$ cat config.mk
export PLATFORM = sky130hd
export DESIGN_NAME = fault_propagation_manager
export DESIGN_NICKNAME = d
export VERILOG_FILES = /design/src/hw/fault_prop_pkg.sv /design/src/hw/fault_propagation_manager.sv /design/src/hw/flag_bank.sv /design/src/hw/interval_timer.sv
export SDC_FILE = /design/constraint.sdc
export NUM_CORES = 1
export LEC_CHECK = 0
export BUFFER_PORTS_ARGS = -buffer_cell sky130_fd_sc_hd__buf_2
export CORE_ASPECT_RATIO = 1.1
export CORE_MARGIN = 2
export CORE_UTILIZATION = 50
export CTS_CLUSTER_SIZE = 8
export DETAILED_ROUTE_END_ITERATION = 12
export PLACE_DENSITY = 0.81
export SKIP_LAST_GASP = 1
export SLEW_MARGIN = 15
export SYNTH_ARGS = -nofsm -noshare
export SYNTH_HDL_FRONTEND = slang
export SYNTH_HIERARCHICAL = 1
export SYNTH_SLANG_ARGS = --single-unit
$ cat constraint.sdc
create_clock -name clk_sys_i -period 4.6 [get_ports clk_sys_i]
set_clock_uncertainty 0.05 [all_clocks]
set_input_delay 0.46 -clock clk_sys_i [delete_from_list [all_inputs] [get_ports clk_sys_i]]
set_output_delay 0.46 -clock clk_sys_i [all_outputs]
set_load 0.005 [all_outputs]
$ cat src/hw/fault_prop_pkg.sv
// Purpose: shared constants for the group fault propagation block
// Assumes: controller clock of 20 MHz
// Notes: configuration bit positions follow the propagation configuration byte
package fault_prop_pkg;

    // ****************************************
    // configuration byte layout
    // ****************************************
    localparam int CFG_W = 8;
    localparam logic [7:0] CFG_RESET = 8'h3F;
    localparam int BIT_PT = 7;
    localparam int BIT_PG = 6;
    localparam int BIT_TR = 5;
    localparam int BIT_OT = 4;
    localparam int BIT_OC = 3;
    localparam int BIT_UV = 2;
    localparam int BIT_OV = 1;
    localparam int BIT_PV = 0;

    // ****************************************
    // status flags, active low, same bit order
    // ****************************************
    localparam int FLAG_W = 8;
    localparam logic [7:0] FLAG_RESET = 8'hFF;

    // ****************************************
    // latching selection, one bit per protection
    // ****************************************
    localparam int LATCH_W = 5;
    localparam int LAT_TR = 4;
    localparam int LAT_OT = 3;
    localparam int LAT_OC = 2;
    localparam int LAT_UV = 1;
    localparam int LAT_OV = 0;

    // ****************************************
    // timing
    // ****************************************
    localparam longint CLK_HZ = 20000000;
    localparam longint HICCUP_MS = 130;
    localparam longint HICCUP_CYC = (HICCUP_MS * CLK_HZ) / 1000;
    localparam int TMR_W = 22;
    localparam logic [21:0] TMR_ZERO = 22'h000000;
    localparam logic [21:0] TMR_ONE = 22'h000001;

    typedef enum logic [3:0] {
        ST_OFF,
        ST_RAMP_UP,
        ST_STEADY,
        ST_TOFF_WAIT,
        ST_RAMP_DOWN,
        ST_FAST_OFF,
        ST_HICCUP,
        ST_LATCHED
    } unit_state_t;

endpackage

$ cat src/hw/fault_propagation_manager.sv
// Purpose: group fault line handling, turn-off style and hiccup restart
// Assumes: detector inputs are already qualified analog comparisons
// Notes: the group line is open-drain; the pad resolves the wired level
//
// Function
// works for groups of one to thirty-two
// faulty unit pulls group line when enabled
// low group line starts own turn-off
// eight-bit propagation config written by host
// manager serves up to four groups
// manager forwards low line to other groups
// manager may stop front end, fire crowbar
// propagated fault gives regular ramped turn-off
// detecting unit keeps its own turn-off style
// propagated error gives fast turn-off
// own error: fast off, low side on
// non-latching protection retries every 130ms
// hiccup timed from output zero to ramp
// regular off: delay, then falling slew
// unaffected unit keeps ramping to steady state
// per-protection responses; only tracking disableable
// arm protections by output phase
// latched unit restarts after 130ms and release
// each event clears its active-low flag
// group line driven open-drain only
`timescale 1ns/100ps
module fault_propagation_manager #(
    parameter int HICCUP_CYCLES = int'(fault_prop_pkg::HICCUP_CYC)
) (
    input wire logic clk_sys_i,
    input wire logic resetn_i,
    input wire logic cfg_wr_i,
    input wire logic [7:0] cfg_wdata_i,
    output logic [7:0] cfg_rdata_o,
    input wire logic [7:0] flag_clr_i,
    output logic [7:0] fault_flag_n_o,
    input wire logic [4:0] latch_sel_i,
    input wire logic track_en_i,
    input wire logic [21:0] toff_delay_cyc_i,
    input wire logic turn_on_i,
    input wire logic above_prebias_i,
    input wire logic ramp_up_done_i,
    input wire logic vout_zero_i,
    input wire logic temp_warn_i,
    input wire logic pgood_bad_i,
    input wire logic track_det_i,
    input wire logic overtemp_det_i,
    input wire logic overcurrent_det_i,
    input wire logic undervoltage_det_i,
    input wire logic overvoltage_det_i,
    input wire logic group_error_i,
    input wire logic group_fault_i,
    output logic group_fault_o,
    output logic group_fault_oe_o,
    output logic warn_report_o,
    output logic ramp_up_o,
    output logic ramp_down_o,
    output logic switching_en_o,
    output logic low_side_on_o
);

    // ****************************************
    // configuration byte
    // ****************************************
    logic [7:0] cfg_reg;
    logic [7:0] cfg_next;

    always_comb begin
        cfg_next = cfg_reg;
        if (cfg_wr_i) begin
            cfg_next = cfg_wdata_i;
        end
    end

    always_ff @(posedge clk_sys_i or negedge resetn_i) begin
        if (!resetn_i) begin
            cfg_reg <= fault_prop_pkg::CFG_RESET;
        end else begin
            cfg_reg <= cfg_next;
        end
    end

    assign cfg_rdata_o = cfg_reg;

    // ****************************************
    // protection arming and classification
    // ****************************************
    fault_prop_pkg::unit_state_t state_reg;
    fault_prop_pkg::unit_state_t state_next;
    logic running;
    logic arm_prebias;
    logic arm_steady;
    logic arm_ramp;
    logic ev_tr;
    logic ev_ot;
    logic ev_oc;
    logic ev_uv;
    logic ev_ov;
    logic ev_pg;
    logic ev_err;
    logic ev_fast;
    logic ev_reg;
    logic ev_any;
    logic prop_hit;
    logic own_latch;

    assign running = (state_reg == fault_prop_pkg::ST_RAMP_UP)
        || (state_reg == fault_prop_pkg::ST_STEADY);
    assign arm_prebias = running && above_prebias_i;
    assign arm_steady = (state_reg == fault_prop_pkg::ST_STEADY);
    // tracking is the only protection software may switch off
    assign arm_ramp = (state_reg == fault_prop_pkg::ST_RAMP_UP) && track_en_i;

    assign ev_tr = arm_ramp && track_det_i;
    assign ev_ot = running && overtemp_det_i;
    assign ev_oc = arm_prebias && overcurrent_det_i;
    assign ev_uv = arm_steady && undervoltage_det_i && !overcurrent_det_i;
    assign ev_ov = arm_prebias && overvoltage_det_i;
    assign ev_pg = arm_steady && pgood_bad_i;

    // warnings never reach the turn-off path
    assign ev_err = ev_ov;
    assign ev_fast = ev_tr || ev_oc;
    assign ev_reg = ev_ot || ev_uv;
    assign ev_any = ev_err || ev_fast || ev_reg;

    assign prop_hit = (ev_tr && cfg_reg[fault_prop_pkg::BIT_TR])
        || (ev_ot && cfg_reg[fault_prop_pkg::BIT_OT])
        || (ev_oc && cfg_reg[fault_prop_pkg::BIT_OC])
        || (ev_uv && cfg_reg[fault_prop_pkg::BIT_UV])
        || (ev_ov && cfg_reg[fault_prop_pkg::BIT_OV]);

    assign own_latch = (ev_tr && latch_sel_i[fault_prop_pkg::LAT_TR])
        || (ev_ot && latch_sel_i[fault_prop_pkg::LAT_OT])
        || (ev_oc && latch_sel_i[fault_prop_pkg::LAT_OC])
        || (ev_uv && latch_sel_i[fault_prop_pkg::LAT_UV])
        || (ev_ov && latch_sel_i[fault_prop_pkg::LAT_OV]);

    // ****************************************
    // status flags
    // ****************************************
    logic [7:0] flag_set;

    always_comb begin
        flag_set = 8'h00;
        flag_set[fault_prop_pkg::BIT_PT] = temp_warn_i;
        flag_set[fault_prop_pkg::BIT_PG] = ev_pg;
        flag_set[fault_prop_pkg::BIT_TR] = ev_tr;
        flag_set[fault_prop_pkg::BIT_OT] = ev_ot;
        flag_set[fault_prop_pkg::BIT_OC] = ev_oc;
        flag_set[fault_prop_pkg::BIT_UV] = ev_uv;
        flag_set[fault_prop_pkg::BIT_OV] = ev_ov;
    end

    flag_bank u_flags (
        .clk_sys_i(clk_sys_i),
        .resetn_i(resetn_i),
        .set_i(flag_set),
        .clr_i(flag_clr_i),
        .flag_n_o(fault_flag_n_o)
    );

    // ****************************************
    // shared interval timer
    // ****************************************
    logic tmr_load;
    logic [21:0] tmr_val;
    logic tmr_expired;
    localparam logic [21:0] HICCUP_LOAD = HICCUP_CYCLES[21:0];

    interval_timer u_timer (
        .clk_sys_i(clk_sys_i),
        .resetn_i(resetn_i),
        .load_i(tmr_load),
        .load_val_i(tmr_val),
        .expired_o(tmr_expired)
    );

    // ****************************************
    // turn-off and restart sequencer
    // ****************************************
    logic drive_reg;
    logic drive_next;
    logic latch_reg;
    logic latch_next;
    logic ls_reg;
    logic ls_next;
    logic cycled_reg;
    logic cycled_next;
    logic [7:0] cause_reg;
    logic [7:0] cause_next;
    logic peer_off;
    logic released;

    // own pull-down is masked so a unit does not react to itself
    assign peer_off = !group_fault_i && !drive_reg;
    assign released = ((fault_flag_n_o & cause_reg) == cause_reg)
        && !ev_any && !overtemp_det_i;
    localparam logic [7:0] FLAG_WARN_MASK = 8'hC0;

    always_comb begin
        state_next = state_reg;
        drive_next = drive_reg;
        latch_next = latch_reg;
        ls_next = ls_reg;
        cycled_next = cycled_reg;
        cause_next = cause_reg;
        tmr_load = 1'b0;
        tmr_val = HICCUP_LOAD;
        unique case (state_reg)
            fault_prop_pkg::ST_OFF: begin
                if (turn_on_i) begin
                    state_next = fault_prop_pkg::ST_RAMP_UP;
                end
            end
            fault_prop_pkg::ST_RAMP_UP,
            fault_prop_pkg::ST_STEADY: begin
                if (ev_any) begin
                    cause_next = flag_set & ~FLAG_WARN_MASK;
                    latch_next = own_latch;
                    drive_next = prop_hit;
                    if (ev_err) begin
                        ls_next = 1'b1;
                        state_next = fault_prop_pkg::ST_FAST_OFF;
                    end else if (ev_fast) begin
                        state_next = fault_prop_pkg::ST_FAST_OFF;
                    end else begin
                        tmr_load = 1'b1;
                        tmr_val = toff_delay_cyc_i;
                        state_next = fault_prop_pkg::ST_TOFF_WAIT;
                    end
                end else if (peer_off) begin
                    latch_next = 1'b0;
                    if (group_error_i) begin
                        state_next = fault_prop_pkg::ST_FAST_OFF;
                    end else begin
                        tmr_load = 1'b1;
                        tmr_val = toff_delay_cyc_i;
                        state_next = fault_prop_pkg::ST_TOFF_WAIT;
                    end
                end else if (!turn_on_i) begin
                    latch_next = 1'b0;
                    cause_next = 8'h00;
                    tmr_load = 1'b1;
                    tmr_val = toff_delay_cyc_i;
                    state_next = fault_prop_pkg::ST_TOFF_WAIT;
                end else if (state_reg == fault_prop_pkg::ST_RAMP_UP && ramp_up_done_i) begin
                    state_next = fault_prop_pkg::ST_STEADY;
                end
            end
            fault_prop_pkg::ST_TOFF_WAIT: begin
                if (tmr_expired) begin
                    state_next = fault_prop_pkg::ST_RAMP_DOWN;
                end
            end
            fault_prop_pkg::ST_RAMP_DOWN,
            fault_prop_pkg::ST_FAST_OFF: begin
                if (vout_zero_i) begin
                    tmr_load = 1'b1;
                    tmr_val = HICCUP_LOAD;
                    cycled_next = 1'b0;
                    if (latch_reg) begin
                        state_next = fault_prop_pkg::ST_LATCHED;
                    end else if (cause_reg == 8'h00 && !peer_off && !turn_on_i) begin
                        state_next = fault_prop_pkg::ST_OFF;
                    end else begin
                        state_next = fault_prop_pkg::ST_HICCUP;
                    end
                end
            end
            fault_prop_pkg::ST_HICCUP: begin
                // the line is released here so peers restart in step
                drive_next = 1'b0;
                if (tmr_expired && !overtemp_det_i) begin
                    ls_next = 1'b0;
                    cause_next = 8'h00;
                    state_next = turn_on_i ? fault_prop_pkg::ST_RAMP_UP
                        : fault_prop_pkg::ST_OFF;
                end
            end
            fault_prop_pkg::ST_LATCHED: begin
                drive_next = 1'b0;
                if (!turn_on_i) begin
                    cycled_next = 1'b1;
                end
                if (tmr_expired && (released || (cycled_reg && turn_on_i))) begin
                    ls_next = 1'b0;
                    latch_next = 1'b0;
                    cause_next = 8'h00;
                    state_next = fault_prop_pkg::ST_OFF;
                end
            end
        endcase
    end

    always_ff @(posedge clk_sys_i or negedge resetn_i) begin
        if (!resetn_i) begin
            state_reg <= fault_prop_pkg::ST_OFF;
            drive_reg <= 1'b0;
            latch_reg <= 1'b0;
            ls_reg <= 1'b0;
            cycled_reg <= 1'b0;
            cause_reg <= 8'h00;
        end else begin
            state_reg <= state_next;
            drive_reg <= drive_next;
            latch_reg <= latch_next;
            ls_reg <= ls_next;
            cycled_reg <= cycled_next;
            cause_reg <= cause_next;
        end
    end

    // ****************************************
    // power stage commands and group line
    // ****************************************
    logic ramp_up_reg;
    logic ramp_dn_reg;
    logic sw_reg;
    logic warn_reg;
    logic ramp_up_next;
    logic ramp_dn_next;
    logic sw_next;
    logic warn_next;

    always_comb begin
        ramp_up_next = (state_next == fault_prop_pkg::ST_RAMP_UP);
        ramp_dn_next = (state_next == fault_prop_pkg::ST_RAMP_DOWN);
        // fast off drops both switches in the same edge, except own error, which turns the low side on in that edge
        sw_next = (state_next == fault_prop_pkg::ST_RAMP_UP)
            || (state_next == fault_prop_pkg::ST_STEADY)
            || (state_next == fault_prop_pkg::ST_TOFF_WAIT)
            || (state_next == fault_prop_pkg::ST_RAMP_DOWN);
        warn_next = (temp_warn_i && cfg_reg[fault_prop_pkg::BIT_PT])
            || (ev_pg && cfg_reg[fault_prop_pkg::BIT_PG]);
    end

    always_ff @(posedge clk_sys_i or negedge resetn_i) begin
        if (!resetn_i) begin
            ramp_up_reg <= 1'b0;
            ramp_dn_reg <= 1'b0;
            sw_reg <= 1'b0;
            warn_reg <= 1'b0;
        end else begin
            ramp_up_reg <= ramp_up_next;
            ramp_dn_reg <= ramp_dn_next;
            sw_reg <= sw_next;
            warn_reg <= warn_next;
        end
    end

    assign ramp_up_o = ramp_up_reg;
    assign ramp_down_o = ramp_dn_reg;
    assign switching_en_o = sw_reg;
    assign low_side_on_o = ls_reg;
    assign warn_report_o = warn_reg;
    // never drive high: any member or the manager may hold it low
    assign group_fault_o = 1'b0;
    assign group_fault_oe_o = drive_reg;

endmodule // fault_propagation_manager

$ cat src/hw/flag_bank.sv
// Purpose: active-low status flags, set by events, restored by clear
// Assumes: set and clear are one-cycle or level requests
// Notes: an event in the clearing cycle keeps the flag low
`timescale 1ns/100ps
module flag_bank (
    input wire logic clk_sys_i,
    input wire logic resetn_i,
    input wire logic [7:0] set_i,
    input wire logic [7:0] clr_i,
    output logic [7:0] flag_n_o
);
    logic [7:0] flag_reg;
    logic [7:0] flag_next;

    genvar g;
    generate
        for (g = 0; g < fault_prop_pkg::FLAG_W; g++) begin : g_bit
            always_comb begin
                flag_next[g] = flag_reg[g];
                if (set_i[g]) begin
                    flag_next[g] = 1'b0;
                end else if (clr_i[g]) begin
                    flag_next[g] = 1'b1;
                end
            end
        end
    endgenerate

    always_ff @(posedge clk_sys_i or negedge resetn_i) begin
        if (!resetn_i) begin
            flag_reg <= fault_prop_pkg::FLAG_RESET;
        end else begin
            flag_reg <= flag_next;
        end
    end

    assign flag_n_o = flag_reg;
endmodule // flag_bank

$ cat src/hw/interval_timer.sv
// Purpose: loadable down counter for delays and hiccup intervals
// Assumes: load has priority over counting
// Notes: expired_o is high while the count rests at zero and low in any cycle with load_i high
`timescale 1ns/100ps
module interval_timer (
    input wire logic clk_sys_i,
    input wire logic resetn_i,
    input wire logic load_i,
    input wire logic [21:0] load_val_i,
    output logic expired_o
);
    logic [21:0] cnt_reg;
    logic [21:0] cnt_next;

    always_comb begin
        cnt_next = cnt_reg;
        if (load_i) begin
            cnt_next = load_val_i;
        end else if (cnt_reg != fault_prop_pkg::TMR_ZERO) begin
            cnt_next = cnt_reg - fault_prop_pkg::TMR_ONE;
        end
    end

    always_ff @(posedge clk_sys_i or negedge resetn_i) begin
        if (!resetn_i) begin
            cnt_reg <= fault_prop_pkg::TMR_ZERO;
        end else begin
            cnt_reg <= cnt_next;
        end
    end

    assign expired_o = (cnt_reg == fault_prop_pkg::TMR_ZERO) && !load_i;
endmodule // interval_timer
== After elaboration in Yosys (flattened, before gate mapping) ==
Cells that the tools add are included.
Cells by class
  add/subtract/negate cells: 1
  equality and inequality tests: 21
  multiplexer cells: 67
  bitwise operators: 1
  reductions and logical operators: 81
Operators by type and width (count)
  $mux W22: 9
  $mux W8: 5
  $mux W4: 9
  $mux W1: 32
  $logic_and A1 B1 Y1: 31
  $pmux W4 S6: 1
  $pmux W8 S3: 1
  $logic_not A22 Y1: 1
  $reduce_bool A2 Y1: 11
  $reduce_bool A22 Y1: 1
  $sub A22 B1 Y22 const B: 1
  $eq A4 B3 Y1 const B: 5
  $logic_or A1 B1 Y1: 18
  $eq A4 B2 Y1 const B: 4
  $mux W3: 5
  $ne A2 B2 Y1 const B: 6
  $reduce_and A5 Y1: 2
  $and A8 B8 Y8: 1
  $eq A4 B1 Y1 const B: 2
  $eq A8 B8 Y1: 1
  $logic_not A1 Y1: 8
  $logic_not A8 Y1: 1
  $pmux W1 S2: 4
  $ne A3 B3 Y1 const B: 2
  other kinds (7): 10
Storage, ports and cells
  flip-flop bits (word level): 57
  input bits: 60

== Longest topological paths before layout ==
Gate-level depths: netlist of run 1.
  depth after elaboration: 18
  gate-level depth with buffers: 18
  mapped depth without buffers: 14

== Modules after synthesis ==
Netlist of run 1, hierarchy kept.
Modules (own cells, without submodules)
  fault_propagation_manager: times used 1, cells an instance 176, area an instance 1617.8 µm², seq. area each 633.1 µm²
  interval_timer: times used 1, cells an instance 154, area an instance 1446.4 µm², seq. area each 550.5 µm²
  flag_bank: times used 1, cells an instance 16, area an instance 290.3 µm², seq. area each 210.2 µm²

== Worst setup path before layout of run 1 ==
No wires, ideal clock.
  path kind: reg-to-reg
  start point: register state_reg[3]
  end point: register sw_reg, in the netlist switching_en_o
  setup time: 126 ps
  arrival: 3193 ps
  data required time: 4424 ps
  path slack: 1231 ps
  stages on the path, launching flop included: 17
  clock period less this slack: 3369 ps
  cell sequence: dfrtp_1 buf_6 or3b_4 nor3_4 or2b_2 nor3_2 clkbuf_1 nand2b_1 clkbuf_1 or3_4 clkinv_2 mux2i_1 a211oi_1 nor2_1 a211oi_1 nand2_1 mux2i_1
RTL lines
  start, declared: line fault_propagation_manager.sv:88  | fault_prop_pkg::unit_state_t state_reg;
  start signal, assigned: line fault_propagation_manager.sv:298  | state_reg <= fault_prop_pkg::ST_OFF;
  start signal, assigned: line fault_propagation_manager.sv:305  | state_reg <= state_next;
  $eq A4 B1 Y1 (*): line fault_propagation_manager.sv:112  | assign arm_ramp = (state_reg == fault_prop_pkg::ST_RAMP_UP) && track_en_i;
  $logic_and A1 B1 Y1 (*): line fault_propagation_manager.sv:112
  $logic_and A1 B1 Y1 (*): line fault_propagation_manager.sv:114  | assign ev_tr = arm_ramp && track_det_i;
  net ev_tr: line fault_propagation_manager.sv:94  | logic ev_tr;
  $logic_or A1 B1 Y1 (*): line fault_propagation_manager.sv:123  | assign ev_fast = ev_tr || ev_oc;
  $mux W1 / $logic_or A1 B1 Y1 (equally long branches): line fault_propagation_manager.sv:225, fault_propagation_manager.sv:125
  $mux W1 / $logic_or A1 B1 Y1 (equally long branches): line fault_propagation_manager.sv:222, fault_propagation_manager.sv:125
  $mux W1 (*): line fault_propagation_manager.sv:218  | if (ev_any) begin
  [... 1 more ...]
  net tmr_load: line fault_propagation_manager.sv:166  | logic tmr_load;
  [... 2 more ...]
  net tmr_expired: line fault_propagation_manager.sv:168  | logic tmr_expired;
  $logic_and A1 B1 Y1 (on tied branches): line fault_propagation_manager.sv:286, fault_propagation_manager.sv:274
  $mux W4 (on tied branches): line fault_propagation_manager.sv:286, fault_propagation_manager.sv:274
  $pmux W4 S6 (*): line fault_propagation_manager.sv:210  | unique case (state_reg)
  $eq A4 B1 Y1 / $eq A4 B2 Y1 (equally long branches): line fault_propagation_manager.sv:330, fault_propagation_manager.sv:331
  $logic_or A1 B1 Y1: line fault_propagation_manager.sv:331  | || (state_next == fault_prop_pkg::ST_STEADY)
  $logic_or A1 B1 Y1: line fault_propagation_manager.sv:332  | || (state_next == fault_prop_pkg::ST_TOFF_WAIT)
  $logic_or A1 B1 Y1 (*): line fault_propagation_manager.sv:333  | || (state_next == fault_prop_pkg::ST_RAMP_DOWN);
  net sw_next: line fault_propagation_manager.sv:323  | logic sw_next;
  end signal, assigned: line fault_propagation_manager.sv:347  | sw_reg <= sw_next;
  end, declared: line fault_propagation_manager.sv:319  | logic sw_reg;
Mark *: on every way through the listed nets, which the timed path passes. The rest lies on a longest branch.
A chain may end at the register's enable or synchronous reset.

== Final worst setup path of run 1 ==
  start point: register state_reg[0]
  end point: register sw_reg, in the netlist switching_en_o
The elaborated chain is that of the path after synthesis.

==> out/results.tsv, run 1 <==
metric	value	unit
number of buffers inserted to repair setup after CTS	0	
clock root buffer master	sky130_fd_sc_hd__clkbuf_8	
pre-CTS setup slack	0.857	ns
kind of path behind the tightest hold check	in2async	
R2R Path Start	state_reg[0]	
total wirelength of the detailed-routed design	8070	µm
# resized after CTS	0	
CTS H-tree depth	2	
Final Hold Vio Count	0	
share of synthesized area occupied by flip-flops and latches	41.6	%
Syn Area/Cell	9.69	µm²
number of antenna-violating nets in the routed design	0	
Least-Margin Pin Slew	0.773	ns
most frequent cell after synthesis	sky130_fd_sc_hd__dfrtp_1	
Data arrival, critical path	3.89	ns
final worst path period need	3.76	ns
number of nets in the final layout	480	
Sum Neg Setup Slack	0	ns
fraction of layout instances using a drive strength above 1	31.7	%
Max FO, Critical Path	23	
Slew Limit Fails	0	
largest incremental delay on the critical path	0.60	ns
series of cell instances along the critical path	or3b_4 > nor3_4 > or2b_2 > nor3_2 > buf_4 > nand2b_1 > or3_4 > clkinv_2 > mux2i_1 > a211oi_1 > nor2_1 > a211oi_1 > nand2_1 > mux2i_1	
critical path's slowest cell	sky130_fd_sc_hd__dfrtp_1	
clk slew on worst S/H paths	0.09	ns
clock buffer depth	2	
switching part of the total	42.4	%
global-route wire length before repair	13700	µm
insertion delay to the later sink of the worst-skew pair	0.30	ns
element type at the critical path start	flop	
flip-flop count of the largest register after layout	22	
input/output buffers	81	
Warnings, synthesis	6	
area share of the largest cell type after synthesis	30.6	%
type of element capturing the critical path	flop	
max_cap viols	0	
filler instances	563	
critical path class	reg2reg	
cell type with the largest total area after synthesis	sky130_fd_sc_hd__dfrtp_1	
post-route setup slack	0.842	ns
end-of-flow core utilization	59.4	%
area of the mapped netlist	3350	µm²
async set-or-reset flop fraction in the synthesized netlist	100	%
RePlAce Congestion	0.947	
maximum number of pins on one net before global-route repair	56	
core region area	6560	µm²
Inserted Clock Buffers	5	
Post-synth EDFFs	0	
Vias per Instance	5.99	
part of the total power dissipated in the clock network	13.8	%
chip height	89.9	µm
die width	82.1	µm
cell types occupying the most area after synthesis	sky130_fd_sc_hd__dfrtp_1, sky130_fd_sc_hd__dfstp_2, sky130_fd_sc_hd__nand2_1	
cells after synthesis	346	
clock sinks	55	
worst vdd rail ir drop	0.266	mV
relative slew slack	48.1	%
outcome	finished, final reports clean	
area of the die	7380	µm²
Critical Path Start	state_reg[0]	
internal power of the cells	1.31	mW
Max Fclk	266	MHz
Initial Utilization	51.2	%
Initial DRT Pass Iterations	4	
number of buffers inserted by hold repair at cts	0	
fraction of power consumed by combinational cells	45.4	%
leakage power summed over all cells	1.71	nW
sum of overflow across all layers after global routing	0	
power density of the placed cells	584	nW/µm²
main flop type after synthesis	sky130_fd_sc_hd__dfrtp_1	
unrepaired setup endpoints after global routing	false	
post-DR wirelength/cell	16.1	µm
Flop pwr share	40.8	%
net switching power	964	µW
DRC violations left	0	
commonest cells in the netlist	sky130_fd_sc_hd__dfrtp_1, sky130_fd_sc_hd__nand2_1, sky130_fd_sc_hd__nor2_1, sky130_fd_sc_hd__o21ai_0, sky130_fd_sc_hd__and2_1	
ratio of final minimum period to clock period	81.7	%
GRT Total Usage	23.1	%
post-synthesis to final-layout area growth	16.0	%
via count of the first global-routing pass	2977	
number of antenna violations at the first check in global routing	0	
required arrival time at the worst endpoint	4.73	ns
final HPWL from detailed placement	5990	µm
site row count	31	
Setup violations, final	0	
clock tree from TritonCTS	built	
number of different library cells in the post-synthesis netlist	75	
register bit count reported by yosys	55	
DRC violation total after the first TritonRoute iteration	120	
Inserted Diodes	0	
detailed-route via count	3006	
I/O pins	83	
## final timing paths
path                                             to  cells past startpoint  slack (ns)
worst max-delay path                 switching_en_o                     14        0.84
worst max register to register       switching_en_o                     14        0.84
worst min register to register        low_side_on_o                      1        0.44
max in group asynchronous              state_reg[3]                      2        3.81
worst min-delay path             u_timer/cnt_reg[4]                      2        0.23
min in group clk_sys_i          u_flags/flag_n_o[1]                      2        0.32
## stage by stage
stage	hold slack (ns)	std cells	instance area [µm²]	power (mW)
after floorplan	0.114	347	3360	1.67
after global placement	0.416	494	3780	1.91
after detailed placement	0.411	494	3780	1.96
after CTS	0.249	502	3890	2.28
after global routing	0.293	502	3890	2.46
final	0.226	502	3890	2.27
## cells by family (layout without fill, tap and decap cells)
logic type	Yosys count	in the layout	share of synthesized area, %
other	1	2	0.112
AND/OR/NAND/NOR	142	142	25.9
AO/OA/AOI/OAI	97	97	21.9
XOR/XNOR	8	8	2.09
adder cells (fa/ha/maj)	1	1	0.373
multiplexers	11	11	3.58
flip-flops	55	55	41.6
buffers and inverters	31	104	4.48
## per-layer routing
metal  share of wire (%)  vias up  wire length [µm]  global-route usage, %
li1                    -     1429                 -                      -
met1                  40     1448              3270                   29.0
met2                  52      109              4220                   39.5
met3                 4.9       20               398                   3.82
met4                 2.4        0               190                   7.92
met5                   0        -                 0                      0
## cells in the final DEF, fill, tap and decap left out, drive strengths merged, types with 11 or more instances in the layout
| cell | instances |
|---|---|
| buf | 84 |
| dfrtp | 41 |
| nand2 | 28 |
| nor2 | 23 |
| o21ai | 20 |
| and2 | 15 |
| dfstp | 14 |
| nand2b | 11 |
| inv | 11 |
| a21oi | 11 |
| nor3 | 11 |
## area by class of cell
cell class	count	area [µm²]	area share, %
Clock buffer	7	76.3	1.96
Tap cell	82	103	2.64
Sequential cell	55	1390	35.8
Inverter	12	46.3	1.19
Multi-Input combinational cell	261	1810	46.6
Timing Repair Buffer	84	428	11.0
Clock inverter	1	30.0	0.772
## critical path, delay by kind of cell, from the launching register on
family	cells	cell delay (ns)
and+or+nand+nor	8	1.82
muxes	2	0.25
DFF	1	0.60
AOI/OAI and AO/OA	2	0.59
buffers and inverters	2	0.34
## power by group through the flow
stage / sequential (mW) / combinational (mW) / clock (mW)
finish: 0.928 / 1.03 / 0.313
global route: 0.961 / 1.15 / 0.346
CTS: 0.924 / 1.03 / 0.325
detailed placement: 0.935 / 1.03 / 0
global placement: 0.920 / 0.990 / 0
floorplan: 0.843 / 0.829 / 0
Note: power is estimated with default switching activity, not from simulation.
==> run 2, diff against run 1 <==
CORE_UTILIZATION = 49   (was 50)
PLACE_DENSITY = 0.82   (was 0.81)
clock period = 3.4 ns   (was 4.6 ns; I/O delays follow)
==> run 2 against run 1 <==
Sequential power is 30% higher; first-iteration DRC count rose by 14%; wire length up 1.5%; final area grew 2.3%; core utilization rose by 1.0 points; largest cell class unchanged; largest power group unchanged.
==> out/results.tsv, run 2 (same netlist as run 1, synthesis figures left out) <==
metric	value	unit
outcome	finished, final reports clean	
Inserted Diodes	0	
DRC violation total after the first TritonRoute iteration	137	
post-synthesis to final-layout area growth	18.7	%
clock root buffer master	sky130_fd_sc_hd__clkbuf_8	
final HPWL from detailed placement	6230	µm
worst slack on hold paths	0.0492	ns
clock sinks	55	
area of the die	7520	µm²
dominant delay contributor by cell family on the critical path	simple AND/OR/NAND/NOR gates	
Vias per Instance	5.93	
most common cell after layout, fill and taps aside	sky130_fd_sc_hd__buf_2	
series of cell instances along the critical path	or3b_4 > nor3_4 > or2b_2 > nor3_2 > nand2b_1 > or3_4 > clkinv_2 > mux2i_1 > a211oi_1 > nor2_1 > a211oi_1 > nand2_1 > mux2i_1	
number of nets in the final layout	490	
placed inst area	3860	µm²
fraction of layout instances using a drive strength above 1	33.7	%
Inserted Clock Buffers	5	
Final Non-Filler Cells	512	
RePlAce Congestion	0.956	
final cell area excluding filler cells	3980	µm²
kind of path behind the tightest hold check	in2async	
largest incremental delay on the critical path	0.48	ns
global-route wire length before repair	14000	µm
clk slew on worst S/H paths	0.10	ns
relative slew slack	44.3	%
type of element capturing the critical path	flop	
maximum number of pins on one net before global-route repair	35	
area taken by multi-input logic gates	1810	µm²
sum of overflow across all layers after global routing	0	
number of buffers inserted by hold repair at cts	0	
Sum Neg Setup Slack	0	ns
critical path's slowest cell	sky130_fd_sc_hd__dfrtp_1	
input/output buffers	81	
max_cap viols	0	
clock tree from TritonCTS	built	
power density of the placed cells	796	nW/µm²
Final Hold Vio Count	0	
detailed-route via count	3036	
Least-Margin Pin Slew	0.834	ns
GRT Total Usage	22.4	%
buffering stage count on the worst path with inverters included	1	
Initial Utilization	50.9	%
FF/Latch Area	1390	µm²
leakage power summed over all cells	1.77	nW
DRC violations left	0	
most used cells in the layout excluding fill and tap cells	sky130_fd_sc_hd__buf_2, sky130_fd_sc_hd__dfrtp_1, sky130_fd_sc_hd__nand2_1	
I/O pins	83	
Setup violations, final	0	
# resized after CTS	0	
post-DR wirelength/cell	16.0	µm
final worst path period need	3.06	ns
core region area	6590	µm²
ratio of final minimum period to clock period	90.1	%
filler instances	571	
via count of the first global-routing pass	2972	
die width	82.9	µm
chip height	90.8	µm
site row count	31	
flip-flop count of the largest register after layout	22	
Max FO, Critical Path	10	
number of antenna violations at the first check in global routing	0	
required arrival time at the worst endpoint	3.55	ns
number of antenna-violating nets in the routed design	0	
Max Fclk	326	MHz
insertion delay to the later sink of the worst-skew pair	0.31	ns
unrepaired setup endpoints after global routing	false	
total wirelength of the detailed-routed design	8190	µm
critical path class	reg2reg	
CTS H-tree depth	2	
Cell Count Post-Placement	504	
Data arrival, critical path	3.21	ns
element type at the critical path start	flop	
post-layout total power	3.17	mW
Initial DRT Pass Iterations	4	
worst vdd rail ir drop	0.353	mV
Slew Limit Fails	0	
number of buffers inserted to repair setup after CTS	0	
clock buffer depth	2	
## run 2: final timing paths
check | from | endpoint | slack (ns) | cells past startpoint
min in group clk_sys_i | temp_warn_i | u_flags/flag_n_o[7] | 0.19 | 2
hold / removal | resetn_i | u_timer/cnt_reg[18] | 0.05 | 1
hold reg to reg | low_side_on_o | low_side_on_o | 0.45 | 1
setup reg to reg | state_reg[2] | switching_en_o | 0.34 | 13
setup / recovery | state_reg[2] | switching_en_o | 0.34 | 13
max in group asynchronous | resetn_i | u_flags/flag_n_o[0] | 2.41 | 2
## run 2: worst register-to-register path, delay by kind of cell (launching register included)
family,cells,cell delay [ns]
buf+inv,1,0.14
mux,2,0.23
simple gates,8,1.57
compound gates,2,0.48
flops,1,0.48
## run 2: where the power goes
| part | internal (mW) | leakage [nW] | total [mW] | switching, mW |
|---|---|---|---|---|
| Sequential | 0.928 | 0.639 | 1.21 | 0.283 |
| Combinational | 0.677 | 1.07 | 1.50 | 0.827 |
| Clock | 0.242 | 0.0618 | 0.454 | 0.211 |
## run 2: metal layers
layer  vias to the layer above  global-route usage (%)  wire (µm)
met5                         -                       0          0
met4                         0                    6.83        161
met3                        17                    4.75        543
met2                       129                    40.3       4220
met1                      1450                    26.5       3270
li1                       1440                       -          -
## run 2: layout make-up
type | count | area share [%]
Timing Repair Buffer | 94 | 12.6
Sequential cell | 55 | 35.0
Multi-Input combinational cell | 261 | 45.6
Clock inverter | 2 | 0.974
Clock buffer | 6 | 2.07
Tap cell | 82 | 2.58
Inverter | 12 | 1.16
## run 2: metrics by stage
step	setup slack (ns)	utilization [%]
floorplan	0.0310	-
global placement	0.414	58.5
detailed placement	0.374	58.5
CTS	0.338	60.4
global route	0.0611	60.4
finish	0.337	60.4
